<file path="src/crf_consts.svh">
`ifndef CRF_CONSTS_SVH
`define CRF_CONSTS_SVH

// Register port byte offsets.
`define CRF_OFF_SP    8'h34
`define CRF_OFF_LR    8'h38
`define CRF_OFF_PC    8'h3c
`define CRF_OFF_PSW   8'h40
`define CRF_OFF_APP   8'h44
`define CRF_OFF_INT   8'h48
`define CRF_OFF_EXE   8'h4c
`define CRF_OFF_PRIM  8'h50
`define CRF_OFF_FLTM  8'h54
`define CRF_OFF_BPRI  8'h58
`define CRF_OFF_CTRL  8'h5c
`define CRF_OFF_MSP   8'h60
`define CRF_OFF_PSP   8'h64

// Field layouts of the status word and the aligned pointers.
`define CRF_APP_MASK  32'hf800_0000
`define CRF_APP_LSB   27
`define CRF_INT_MASK  32'h0000_01ff
`define CRF_EXE_MASK  32'h0600_fc00
`define CRF_EXE_CBIT  24
`define CRF_SP_MASK   32'hffff_fffc
`define CRF_PC_MASK   32'hffff_fffe

// Sizes and reset values.
`define CRF_NUM_GPR   13
`define CRF_NUM_LOW   4'h8
`define CRF_BPRI_W    9
`define CRF_RST_WORD  32'h0000_0000

`endif

</file>
<file path="src/crf_pkg.sv">
package crf_pkg;

    // Execution mode; handler runs only while an exception is serviced.
    typedef enum logic
    {
        crf_thread  = 1'b0,
        crf_handler = 1'b1
    } crf_mode_e;

    // Kind of an exception that asks to be taken.
    typedef enum logic [1:0]
    {
        crf_req_nmi   = 2'b00,
        crf_req_hard  = 2'b01,
        crf_req_other = 2'b10
    } crf_req_e;

    // Two-bit mode control word.
    typedef struct packed
    {
        logic stack_sel;
        logic user;
    } crf_ctrl_s;

    // Exception request with its priority value.
    typedef struct packed
    {
        crf_req_e   kind;
        logic [8:0] pri;
    } crf_req_s;

endpackage : crf_pkg

</file>
<file path="src/crf_gpr_mem.sv">
`timescale 1ns/100ps

// Storage for the general purpose bank; read data leave a register.
module crf_gpr_mem #(
    parameter int WIDTH = 32,
    parameter int DEPTH = 13,
    parameter int AW    = 4
)(
    // Clock and reset.
    input  wire logic             core_clk,
    input  wire logic             rstn,
    // Write side.
    input  wire logic             wr_en,
    input  wire logic [AW-1:0]    waddr,
    input  wire logic [WIDTH-1:0] wdata,
    // Read side.
    input  wire logic             rd_en,
    input  wire logic [AW-1:0]    raddr,
    output logic      [WIDTH-1:0] rdata_q
);

    // The array itself has no reset, as a register bank would not.
    logic [WIDTH-1:0] mem [DEPTH];

    // Write port.
    always_ff @(posedge core_clk)
    begin
        if (wr_en)
            mem[waddr] <= wdata;
    end

    // Read data load on a read and clear to zero otherwise, so they stand one cycle after it.
    always_ff @(posedge core_clk or negedge rstn)
    begin
        if (!rstn)
            rdata_q <= '0;
        else if (rd_en)
            rdata_q <= mem[raddr];
        else
            rdata_q <= '0;
    end

endmodule : crf_gpr_mem

</file>
<file path="src/crf_mask.sv">
`timescale 1ns/100ps

// Decides whether an exception request may be taken under the masks.
module crf_mask #(
    parameter int BPRI_W = 9
)(
    // Mask state.
    input  wire logic              prim,
    input  wire logic              fltm,
    input  wire logic [BPRI_W-1:0] bpri,
    // Request and verdict.
    input  wire crf_pkg::crf_req_s req,
    output logic                   ok
);
    import crf_pkg::*;

    // Named terms of the decision.
    wire is_nmi   = (req.kind == crf_req_nmi);
    wire is_hard  = (req.kind == crf_req_hard);
    wire is_other = (req.kind == crf_req_other);
    // Zero threshold disables masking; equal or higher values are blocked.
    wire pri_pass = (bpri == '0) || (req.pri[BPRI_W-1:0] < bpri);

    // Fault mask leaves only the non-maskable one; priority mask also hard fault.
    assign ok = is_nmi
              || (is_hard && !fltm)
              || (is_other && !fltm && !prim && pri_pass);

endmodule : crf_mask

</file>
<file path="src/crf_core_regs.sv">
`timescale 1ns/100ps
`include "crf_consts.svh"

module crf_core_regs #(
    parameter int NUM_GPR = `CRF_NUM_GPR,
    parameter int BPRI_W  = `CRF_BPRI_W
)(
    // Clock and reset.
    input  wire logic              core_clk,
    input  wire logic              rstn,
    // Register port from the execution pipeline.
    input  wire logic [7:0]        reg_addr,
    input  wire logic [31:0]       reg_wdata,
    input  wire logic              reg_wr,
    input  wire logic              reg_rd,
    input  wire logic              reg_narrow,
    output logic      [31:0]       reg_rdata,
    // Pipeline events.
    input  wire logic              call_valid,
    input  wire logic [31:0]       call_ret_addr,
    input  wire logic              pc_load,
    input  wire logic [31:0]       pc_next,
    input  wire logic              flags_wr,
    input  wire logic [4:0]        flags_in,
    // Exception handling.
    input  wire logic              exc_entry,
    input  wire logic [8:0]        exc_num,
    input  wire logic              exc_return,
    input  wire crf_pkg::crf_req_s req,
    output logic                   req_ok,
    // State seen by the core.
    output logic      [31:0]       instruction_pointer,
    output logic      [31:0]       stack_ptr,
    output logic      [8:0]        exc_active_num,
    output logic                   handler_mode,
    output logic                   privileged,
    output logic                   fault
);
    import crf_pkg::*;

    // Merges the masked field of a new value into an old word.
    function automatic logic [31:0] mask_wr(input logic [31:0] old_v,
                                            input logic [31:0] new_v,
                                            input logic [31:0] m);
        mask_wr = (old_v & ~m) | (new_v & m);
    endfunction : mask_wr

    // Architectural state.
    crf_mode_e          mode_q;      // Thread or handler.
    crf_ctrl_s          ctrl_q;      // Mode control bits.
    logic [31:0]        msp_q;       // Main stack.
    logic [31:0]        psp_q;       // Process stack.
    logic [31:0]        lr_q;        // Return address holder.
    logic [31:0]        pc_q;        // Instruction pointer.
    logic [31:0]        app_q;       // Application status, flag bits only.
    logic [31:0]        int_q;       // Interrupt status, number only.
    logic [31:0]        exe_q;       // Execution status, stored fields only.
    logic               prim_q;      // Global priority mask.
    logic               fltm_q;      // Fault escalation mask.
    logic [BPRI_W-1:0]  bpri_q;      // Priority threshold.
    logic               fault_q;     // One-cycle fault pulse.
    logic               gpr_sel_q;   // Previous cycle held a bank read.
    logic [31:0]        spec_q;      // Registered read data of other registers.
    logic [31:0]        gpr_rdata;   // Bank read data.

    // Address decode.
    wire [7:0] a       = reg_addr;
    wire [3:0] gidx    = a[5:2];
    wire       aligned = (a[1:0] == 2'b00);
    wire       is_gpr  = aligned && (a < `CRF_OFF_SP);
    wire       hi_reg  = is_gpr && (gidx >= `CRF_NUM_LOW);

    // Mode derived terms; handler is never user level.
    wire in_handler = (mode_q == crf_handler);
    wire user_lvl   = !in_handler && ctrl_q.user;
    // Process stack only out of handler mode, when selected or at user level.
    wire use_psp    = !in_handler && (ctrl_q.stack_sel || ctrl_q.user);

    // Status word and registers from INT to PSP are closed to user level; narrow forms see low bank only.
    wire restricted = (a == `CRF_OFF_PSW) ||
                      (aligned && a >= `CRF_OFF_INT && a <= `CRF_OFF_PSP);
    wire deny_user  = user_lvl && restricted;
    wire deny_hi    = reg_narrow && hi_reg;
    wire deny       = deny_user || deny_hi;
    wire wr_ok      = reg_wr && !deny;
    wire rd_ok      = reg_rd && !deny;

    // Write selects.
    wire w_gpr  = wr_ok && is_gpr;
    wire w_sp   = wr_ok && (a == `CRF_OFF_SP);
    wire w_lr   = wr_ok && (a == `CRF_OFF_LR);
    wire w_pc   = wr_ok && (a == `CRF_OFF_PC);
    wire w_psw  = wr_ok && (a == `CRF_OFF_PSW);
    wire w_app  = wr_ok && (a == `CRF_OFF_APP);
    wire w_exe  = wr_ok && (a == `CRF_OFF_EXE);
    wire w_prim = wr_ok && (a == `CRF_OFF_PRIM);
    wire w_fltm = wr_ok && (a == `CRF_OFF_FLTM);
    wire w_bpri = wr_ok && (a == `CRF_OFF_BPRI);
    wire w_ctrl = wr_ok && (a == `CRF_OFF_CTRL);
    wire w_msp  = wr_ok && (a == `CRF_OFF_MSP);
    wire w_psp  = wr_ok && (a == `CRF_OFF_PSP);

    // A status write that tries to clear the compact state bit is a fault.
    wire exe_clear = (w_psw || w_exe) && !reg_wdata[`CRF_EXE_CBIT];

    // Aligned write data for the pointers.
    wire [31:0] sp_wdata = reg_wdata & `CRF_SP_MASK;
    wire [31:0] pc_wdata = reg_wdata & `CRF_PC_MASK;

    // Status parts as read; the compact state bit always reads as one.
    wire [31:0] exe_rd = exe_q | (32'h1 << `CRF_EXE_CBIT);
    wire [31:0] psw_rd = app_q | int_q | exe_rd;

    // Mode control as read; the stack bit reads zero in handler mode.
    wire [31:0] ctrl_rd = {30'h0, ctrl_q.stack_sel && !in_handler, ctrl_q.user};

    // Read mux for everything outside the bank; denied or unmapped reads give zero.
    logic [31:0] spec_d;
    always_comb
    begin
        spec_d = `CRF_RST_WORD;
        if (rd_ok && aligned)
        begin
            case (a)
                `CRF_OFF_SP:   spec_d = use_psp ? psp_q : msp_q;
                `CRF_OFF_LR:   spec_d = lr_q;
                `CRF_OFF_PC:   spec_d = pc_q;
                `CRF_OFF_PSW:  spec_d = psw_rd;
                `CRF_OFF_APP:  spec_d = app_q;
                `CRF_OFF_INT:  spec_d = int_q;
                `CRF_OFF_EXE:  spec_d = exe_rd;
                `CRF_OFF_PRIM: spec_d = {31'h0, prim_q};
                `CRF_OFF_FLTM: spec_d = {31'h0, fltm_q};
                `CRF_OFF_BPRI: spec_d = {{(32-BPRI_W){1'b0}}, bpri_q};
                `CRF_OFF_CTRL: spec_d = ctrl_rd;
                `CRF_OFF_MSP:  spec_d = msp_q;
                `CRF_OFF_PSP:  spec_d = psp_q;
                default:       spec_d = `CRF_RST_WORD;
            endcase
        end
    end

    // General purpose bank, thirteen words of 32 bits.
    crf_gpr_mem #(
        .WIDTH (32),
        .DEPTH (NUM_GPR),
        .AW    (4)
    ) u_gpr (
        .core_clk (core_clk),
        .rstn     (rstn),
        .wr_en    (w_gpr),
        .waddr    (gidx),
        .wdata    (reg_wdata),
        .rd_en    (rd_ok && is_gpr),
        .raddr    (gidx),
        .rdata_q  (gpr_rdata)
    );

    // Read data stand in the cycle after the read and read zero otherwise.
    assign reg_rdata = gpr_sel_q ? gpr_rdata : spec_q;

    // Read path registers and the fault pulse.
    always_ff @(posedge core_clk or negedge rstn)
    begin
        if (!rstn)
        begin
            gpr_sel_q <= 1'b0;
            spec_q    <= `CRF_RST_WORD;
            fault_q   <= 1'b0;
        end
        else
        begin
            gpr_sel_q <= rd_ok && is_gpr;
            spec_q    <= spec_d;
            fault_q   <= ((reg_wr || reg_rd) && deny) || exe_clear;
        end
    end

    // Exception entry and return move the mode and the active number.
    always_ff @(posedge core_clk or negedge rstn)
    begin
        if (!rstn)
        begin
            mode_q <= crf_thread;
            int_q  <= `CRF_RST_WORD;
        end
        else if (exc_entry)
        begin
            mode_q <= crf_handler;
            int_q  <= {23'h0, exc_num} & `CRF_INT_MASK;
        end
        else if (exc_return)
        begin
            mode_q <= crf_thread;
            int_q  <= `CRF_RST_WORD;
        end
    end

    // Stack pointers; the alias address writes whichever one is in use.
    always_ff @(posedge core_clk or negedge rstn)
    begin
        if (!rstn)
        begin
            msp_q <= `CRF_RST_WORD;
            psp_q <= `CRF_RST_WORD;
        end
        else
        begin
            if (w_msp || (w_sp && !use_psp))
                msp_q <= sp_wdata;
            if (w_psp || (w_sp && use_psp))
                psp_q <= sp_wdata;
        end
    end

    // Return address holder; a call beats a port write in the same cycle.
    always_ff @(posedge core_clk or negedge rstn)
    begin
        if (!rstn)
            lr_q <= `CRF_RST_WORD;
        else if (call_valid)
            lr_q <= call_ret_addr;
        else if (w_lr)
            lr_q <= reg_wdata;
    end

    // Instruction pointer; a pipeline load beats a port write.
    always_ff @(posedge core_clk or negedge rstn)
    begin
        if (!rstn)
            pc_q <= `CRF_RST_WORD;
        else if (pc_load)
            pc_q <= pc_next & `CRF_PC_MASK;
        else if (w_pc)
            pc_q <= pc_wdata;
    end

    // Application and execution status; flag updates beat a port write.
    always_ff @(posedge core_clk or negedge rstn)
    begin
        if (!rstn)
        begin
            app_q <= `CRF_RST_WORD;
            exe_q <= `CRF_RST_WORD;
        end
        else
        begin
            if (flags_wr)
                app_q <= {flags_in, 27'h0};
            else if (w_psw || w_app)
                app_q <= mask_wr(app_q, reg_wdata, `CRF_APP_MASK);
            if (w_psw || w_exe)
                exe_q <= mask_wr(exe_q, reg_wdata, `CRF_EXE_MASK);
        end
    end

    // Mask registers and mode control.
    always_ff @(posedge core_clk or negedge rstn)
    begin
        if (!rstn)
        begin
            prim_q <= 1'b0;
            fltm_q <= 1'b0;
            bpri_q <= '0;
            ctrl_q <= '0;
        end
        else
        begin
            if (w_prim)
                prim_q <= reg_wdata[0];
            if (w_fltm)
                fltm_q <= reg_wdata[0];
            if (w_bpri)
                bpri_q <= reg_wdata[BPRI_W-1:0];
            if (w_ctrl)
            begin
                ctrl_q.user      <= reg_wdata[0];
                // No alternate stack in handler mode, so a one is dropped there.
                ctrl_q.stack_sel <= reg_wdata[1] && !in_handler;
            end
        end
    end

    // Masking decision for pending exceptions.
    crf_mask #(
        .BPRI_W (BPRI_W)
    ) u_mask (
        .prim (prim_q),
        .fltm (fltm_q),
        .bpri (bpri_q),
        .req  (req),
        .ok   (req_ok)
    );

    // Outputs.
    assign instruction_pointer = pc_q;
    assign stack_ptr           = use_psp ? psp_q : msp_q;
    assign exc_active_num      = int_q[8:0];
    assign handler_mode        = in_handler;
    assign privileged          = !user_lvl;
    assign fault               = fault_q;
endmodule : crf_core_regs

</file>
<file path="config.mk">
export PLATFORM = sky130hd
export DESIGN_NAME = crf_core_regs
export DESIGN_NICKNAME = d
export VERILOG_FILES = /design/src/crf_pkg.sv /design/src/crf_gpr_mem.sv /design/src/crf_mask.sv /design/src/crf_core_regs.sv
export VERILOG_INCLUDE_DIRS = /design/src
export SDC_FILE = /design/constraint.sdc
export NUM_CORES = 1
export LEC_CHECK = 0
export BUFFER_PORTS_ARGS = -buffer_cell sky130_fd_sc_hd__buf_2
export CAP_MARGIN = 20
export CORE_UTILIZATION = 35
export CTS_BUF_LIST = sky130_fd_sc_hd__clkbuf_4 sky130_fd_sc_hd__clkbuf_8
export CTS_CLUSTER_SIZE = 14
export DETAILED_ROUTE_END_ITERATION = 12
export GPL_TIMING_DRIVEN = 0
export PLACE_DENSITY_LB_ADDON = 0.15
export SYNTH_ARGS = -nofsm -noshare
export SYNTH_HDL_FRONTEND = slang
export SYNTH_SLANG_ARGS = --single-unit
</file>
<file path="constraint.sdc">
create_clock -name core_clk -period 2.9 [get_ports core_clk]
set_clock_uncertainty 0.05 [all_clocks]
set_input_delay 0.145 -clock core_clk [delete_from_list [all_inputs] [get_ports core_clk]]
set_output_delay 0.145 -clock core_clk [all_outputs]
set_load 0.05 [all_outputs]
</file>
==> results of run 1 <==
kinds of logic (layout without fill, tap and decap cells):
kind of cell | count (synthesis) | in the layout | synth area share (%)
muxes | 371 | 371 | 20.9
AOI/OAI and AO/OA | 193 | 193 | 4.66
adders and majority gates | 8 | 8 | 0.372
and+or+nand+nor | 250 | 250 | 4.76
DFF | 641 | 641 | 67.3
buffers and inverters | 119 | 729 | 1.98
other | 1 | 7 | 0.0139
layer usage:
| layer | wire, um | part of all wire [%] | vias to the layer above |
|---|---|---|---|
| li1 | - | - | 7302 |
| met1 | 37100 | 43 | 9094 |
| met2 | 40900 | 48 | 607 |
| met3 | 5230 | 6.1 | 130 |
| met4 | 2140 | 2.5 | 8 |
| met5 | 58 | 0.068 | - |
flip-flops by register name (all words and copies together), names as in the netlist, 2 cells and up:
name                 flops
exe_q                    8
app_q                    5
ctrl_q                   2
bpri_q                   9
instruction_pointer     31
msp_q                   30
int_q                    9
u_gpr.mem              416
spec_q                  32
psp_q                   30
lr_q                    32
u_gpr.rdata_q           32
report_power, final:
group	internal, mW	switching [mW]	total (mW)
clock network	4.26	3.61	7.87
registers	9.94	0.152	10.1
logic	0.716	1.16	1.88
stage by stage:
step	setup WS (ns)	util [%]	cell area (um^2)
2_1_floorplan	-0.472	-	27100
3_3_place_gp	-3.55	38.9	29600
3_5_place_dp	-0.599	40.1	30500
4_1_cts	0.0121	44.7	34000
5_1_grt	0.0109	44.7	34000
6_report	0.0907	44.7	34000
path summary, 6_finish.rpt:
path / end / slack [ns] / cells past startpoint
worst min-delay path: instruction_pointer[3]$_DFFE_PN0P_ / 0.02 / 3
worst min register to register: exe_q[13]$_DFFE_PN0P_ / 0.46 / 1
min in group core_clk: spec_q[31]$_DFF_PN0_ / 0.11 / 4
max in group asynchronous: int_q[6]$_DFFE_PN0P_ / 2.19 / 3
worst max-delay path: stack_ptr[15] / 0.09 / 5
worst max register to register: spec_q[8]$_DFF_PN0_ / 0.13 / 6
placed cells by master, fill, tap and decap left out, types with 13 or more instances in the layout:
master           n
edfxtp_1       416
buf_2          258
dfrtp_1        225
dlygate4sd3_1  134
mux4_2         129
clkbuf_8       114
mux2_2         106
nand2_1        100
o21ai_0         79
mux2i_1         76
clkbuf_1        53
clkbuf_4        48
nor2b_1         37
mux2_1          31
nor2_1          30
mux2_4          29
a221oi_1        23
a22oi_1         21
buf_8           20
buf_16          19
clkinv_1        17
a31oi_1         16
nand3_1         15
buf_6           15
inv_1           14
nand2b_1        13
cell type report:
cell class                 instances  area [um^2]
multi-input combinational        825         8480
fill                            6840        42100
tap                             1030         1290
sequential                       641        18100
timing repair buffer             419         3460
clock buffer                     159         1890
clock inverter                    32          193
buffer                           102          500
inverter                          17         63.8
antenna                            4         10.0
repair_timing:
action | CTS | global route
hold buffers | 134 | 0
setup buffers | 0 | 0
gates resized for setup | 9 | 4
hold endpoints to repair | 803 | 0
endpoints found under the setup margin | 77 | 14
critical path, cell delays in order, from the launching register on:
cell	delay (ns)
dfrtp_1	0.43
o21bai_4	0.33
clkbuf_8	0.28
buf_4	0.25
mux2_2	0.40
buf_2	0.22
==> results.md, run 1 <==
- Synth area leader: edfxtp_1
- PD cells: about 580 mW/mm^2
- # rows: 101
- Antenna Nets Post-Route: 0
- Die Width: 279 um
- Worst-Margin Slew: between 1 and 1.5 ns
- Vias: between 15000 and 20000
- Met1 GRT Util: just over 30%
- IO Port Bufs: roughly 240
- Cells after Synth: roughly 1600
- First drt pass iteration count: 5
- Core area: ~0.076 mm^2
- CTS tree: yes
- DIE AREA: between 0.07 and 0.08 mm^2
- CTS max path bufs: 3
- Synthesized cell area: ~0.027 mm^2
- Slew Limit Fails: 0
- FF-to-FF Start: handler_mode$_DFFE_PN0P_
- M3 GR Usage: about 4.4%
- WHS: 0.0234 ns
- Die Height: 279 um
- Number of max-cap violations: 0
- Leak: 12.9 nW
- Finished Layout Cells: about 3200
- RSZ-0062 raised after global routing: no
- Setup TNS: 0 ns
- Final WL: between 80000 and 90000 um
- Placed cells: between 2000 and 3000
- Clock root cell: clkbuf_8
- CP required: 2.71 ns
- First-pass GRT wire length: roughly 120000 um
- YS warnings: 0
- Iter 0 DRT Violations: approximately 1600
- WL/cell: between 20 and 30 um
- Dpl hpwl: 60300 um
- Clock Latency Late Sink: roughly 0.70 ns
- #FFs+latches synth: between 600 and 700
- Final critical-path required period: approximately 2.8 ns
- Crit path max fanout: 10
- Initial cell density of the core: a little over a third
- Post-synth EDFFs: roughly 420
- Worst setup SP type: register
- GRT Max-Usage Layer: met2
- TritonCTS buffer count: around 100
- Cell variety after synth: between 50 and 60
- Max frequency: between 300 and 400 MHz
- Post-synthesis sequential area ratio: roughly two thirds
- Hold Violations, Final: 0
- NumNets Final: about 2300
- Vias in the first global route: 18100
- Worst min path class: primary input to async pin
- Total Power Consumption: between 15 and 20 mW
- Routability cong.: just under 0.9
- Worst slew margin relative to its limit: between 20% and 30%
- Post-synth top area share: 46.4%
- Synthesis-to-finish area growth: 26.3%
- Top area cells in the synthesized netlist: edfxtp_1 (46%), dfrtp_1 (21%), mux4_2 (11%)
- Ys flop type: edfxtp_1
- Largest net degree at the start of global routing: around 110
- Remaining global-route overflow: 0
- Most frequent cells after synthesis: edfxtp_1 (416), dfrtp_1 (225), mux4_2 (129), mux2_2 (106), nand2_1 (100)
- Final worst-path cycle share: ~97%
- Mean Syn Cell Area: between 15 and 20 um^2
- H-tree depth: 3
- Crit path DAT: approximately 2.6 ns
- Ports: 248
- CTS sink cnt: ~640
- Nature of the critical path endpoint: output port
- Layout cells sized above 1: 35.9%
- VDD IR max: approximately 370 uV
- Final setup viols: 0
- Ys async rst share: a little over a third
- Most common cell in the netlist: edfxtp_1
- Clock Pin Slew Worst Setup and Hold Paths: approximately 0.06 ns
- Vias/cell: 5.31
- Crit Path Category: register to output port
- Initial antenna violation count: 9
- Crit path launch: ctrl_q[0]$_DFFE_PN0P_
- Status: completed
- M2 GR Usage: 35.1%
- Total track usage: ~22%
- DRC: 0
(Power assumes the default switching activity.)
==> run 2: changes to the inputs <==
--- a/config.mk
+++ b/config.mk
@@ -7,7 +7,9 @@
 export NUM_CORES = 1
 export LEC_CHECK = 0
 export BUFFER_PORTS_ARGS = -buffer_cell sky130_fd_sc_hd__buf_2
-export CAP_MARGIN = 20
+export CAP_MARGIN = 40
+export CELL_PAD_IN_SITES_DETAIL_PLACEMENT = 0
+export CELL_PAD_IN_SITES_GLOBAL_PLACEMENT = 2
 export CORE_UTILIZATION = 35
 export CTS_BUF_LIST = sky130_fd_sc_hd__clkbuf_4 sky130_fd_sc_hd__clkbuf_8
 export CTS_CLUSTER_SIZE = 14
==> results.md, run 2 (same netlist as run 1, synthesis figures left out) <==
- CP required: 3.45 ns (+0.74 ns)
- Crit Path Category: register to register
- VDD IR max: 309 uV (-16%)
- Core area: 0.0761 mm^2 (unchanged)
- Slew Limit Fails: 0 (unchanged)
- First drt pass iteration count: 5 (unchanged)
- Nature of the critical path endpoint: register
- Total Power Consumption: 20.3 mW (+2.3%)
- Initial antenna violation count: 15 (+6)
- Synthesis-to-finish area growth: 26.6%
- Final critical-path required period: 2.82 ns (+0.0129 ns)
- Worst slew margin relative to its limit: 36.8% (+12 points)
- CP delay by family, top: simple AND/OR/NAND/NOR gates
- Routability cong.: 0.830 (-5.7%)
- Status: completed
- Final worst-path cycle share: 97.3% (+0.44 points)
- Vias: 17000 (-0.74%)
- Crit path buf inv count: 1 (-2)
- CTS max path bufs: 3 (unchanged)
- R2R setup slack: 0.08 ns (-0.05 ns)
- Top reg by flops: u_gpr.mem
- Leading cell type in the layout, fill and taps excluded: edfxtp_1
- Die Height: 279 um (unchanged)
- Worst Slack Setup Final: 0.0778 ns (-0.0129 ns)
- PD cells: 595 mW/mm^2 (+2.0%)
- CP max-delay cell: nor4_1
- Number of max-cap violations: 0 (unchanged)
- CP max stage delay: 0.63 ns (+0.20 ns)
- Total track usage: 22.8% (+0.82 points)
- TritonCTS buffer count: 109 (+4.8%)
- Max FFs per register: 416 (unchanged)
- Crit path max fanout: 5 (-5)
- Register area: 0.0181 mm^2 (unchanged)
- Fill count: 6819 (-0.31%)
- Final setup viols: 0 (unchanged)
- Leak: 13.0 nW (+0.75%)
- H-tree depth: 3 (unchanged)
- # rows: 101 (unchanged)
- Dpl hpwl: 64000 um (+6.1%)
- Max frequency: 354 MHz (-0.46%)
- WHS: 0.0867 ns (+0.0632 ns)
- DIE AREA: 0.0781 mm^2 (unchanged)
- Crit path cell chain: nand2b_1, nor4b_4, nor4_1, mux2_2, mux2_2, dlygate4sd3_1
- Worst-Margin Slew: 0.948 ns (-0.169 ns)
- Clock root cell: clkbuf_8
- DRC: 0 (unchanged)
- Worst min path class: primary input to register
- First-pass GRT wire length: 127000 um (+2.8%)
- Die Width: 279 um (unchanged)
- Vias/cell: 5.23 (-1.5%)
- Multi-input gate area: 0.00847 mm^2 (about the same)
- Remaining global-route overflow: 0 (unchanged)
- Final WL: 88500 um (+3.6%)
- Ports: 248 (unchanged)
- Commonest non-fill, non-tap cells in the layout: edfxtp_1 (416), buf_2 (258), dfrtp_1 (225), dlygate4sd3_1 (138), mux4_2 (129)
- Layout cells sized above 1: 36.6% (+0.61 points)
- CP most frequent cell: mux2_2
- NumNets Final: 2276 (+0.84%)
- Largest net degree at the start of global routing: 99 (-12%)
- RSZ-0062 raised after global routing: no
- Hold Violations, Final: 0 (unchanged)
- Worst setup SP type: register
- Antenna Nets Post-Route: 0 (unchanged)
- Iter 0 DRT Violations: 1222 (-23%)
- CTS sink cnt: 641 (unchanged)
- Clock Latency Late Sink: 0.72 ns (+0.02 ns)
- Crit path DAT: 3.38 ns (+0.77 ns)
- CTS tree: yes
- WL/cell: 27.2 um (+2.8%)
- Vias in the first global route: 17900 (-0.93%)
- DP Worst Slack: -0.794 ns (-0.195 ns)
- Initial cell density of the core: 35.4% (unchanged)
- IO Port Bufs: 235 (unchanged)
- Clock Pin Slew Worst Setup and Hold Paths: 0.06 ns (about the same)
## run 2: final cells by class
cell class | count | area share, %
Antenna cell | 2 | 0.0147
Buffer | 100 | 1.43
Sequential cell | 641 | 53.1
Multi-Input combinational cell | 825 | 24.8
Timing Repair Buffer | 435 | 10.0
Inverter | 17 | 0.187
Tap cell | 1030 | 3.78
Clock inverter | 35 | 0.587
Clock buffer | 168 | 5.97
## run 2: metrics by stage
step / TNS (ns) / utilization [%] / area, um^2 / std cells
after floorplan: -50.52 / - / 27100 / 1585
after global placement: -1497.43 / 38.9 / 29600 / 2850
after detailed placement: -156.48 / 40.0 / 30400 / 2908
after CTS: 0 / 44.8 / 34100 / 3250
after global routing: 0 / 44.8 / 34100 / 3252
final: 0 / 44.8 / 34100 / 3253
## run 2: worst min-delay path, cell delays in order
cell      delay (ns)
buf_2           0.14
or4b_1          0.23
o221a_2         0.22
a211oi_1        0.05
## run 2: metal layers
metal / part of all wire, % / global-route usage (%) / up-vias
met1: 45 / 32.0 / 8944
met2: 47 / 36.3 / 578
met4: 1.8 / 4.93 / 14
met3: 6.2 / 4.80 / 130
li1: - / - / 7348
met5: 0.099 / 0 / -
## run 2: worst paths after layout
check | cells after the start | end | startpoint
max reg2reg | 6 | app_q[31]$_DFFE_PN0P_ | handler_mode$_DFFE_PN0P_
min in group asynchronous | 4 | u_gpr.rdata_q[16]$_DFF_PN0_ | rstn
max in group asynchronous | 4 | int_q[8]$_DFFE_PN0P_ | rstn
min | 4 | spec_q[24]$_DFF_PN0_ | reg_addr[0]
min reg2reg | 1 | msp_q[17]$_DFFE_PN0P_ | msp_q[17]$_DFFE_PN0P_
max | 6 | app_q[31]$_DFFE_PN0P_ | handler_mode$_DFFE_PN0P_
## run 2: timing repair
item,in CTS,in global routing
hold buffers,139,0
pin swaps,2,1
buffers inserted,1,1
resized for setup,7,5
endpoints found under the hold margin,802,0
setup endpoints to repair,81,28
cloned,0,0
## run 2: where the power goes
group / leakage (nW) / switching [mW] / internal (mW)
clock network: 1.20 / 3.78 / 4.50
registers: 6.72 / 0.152 / 9.94
logic: 5.05 / 1.19 / 0.733
total: 13.0 / 5.13 / 15.2
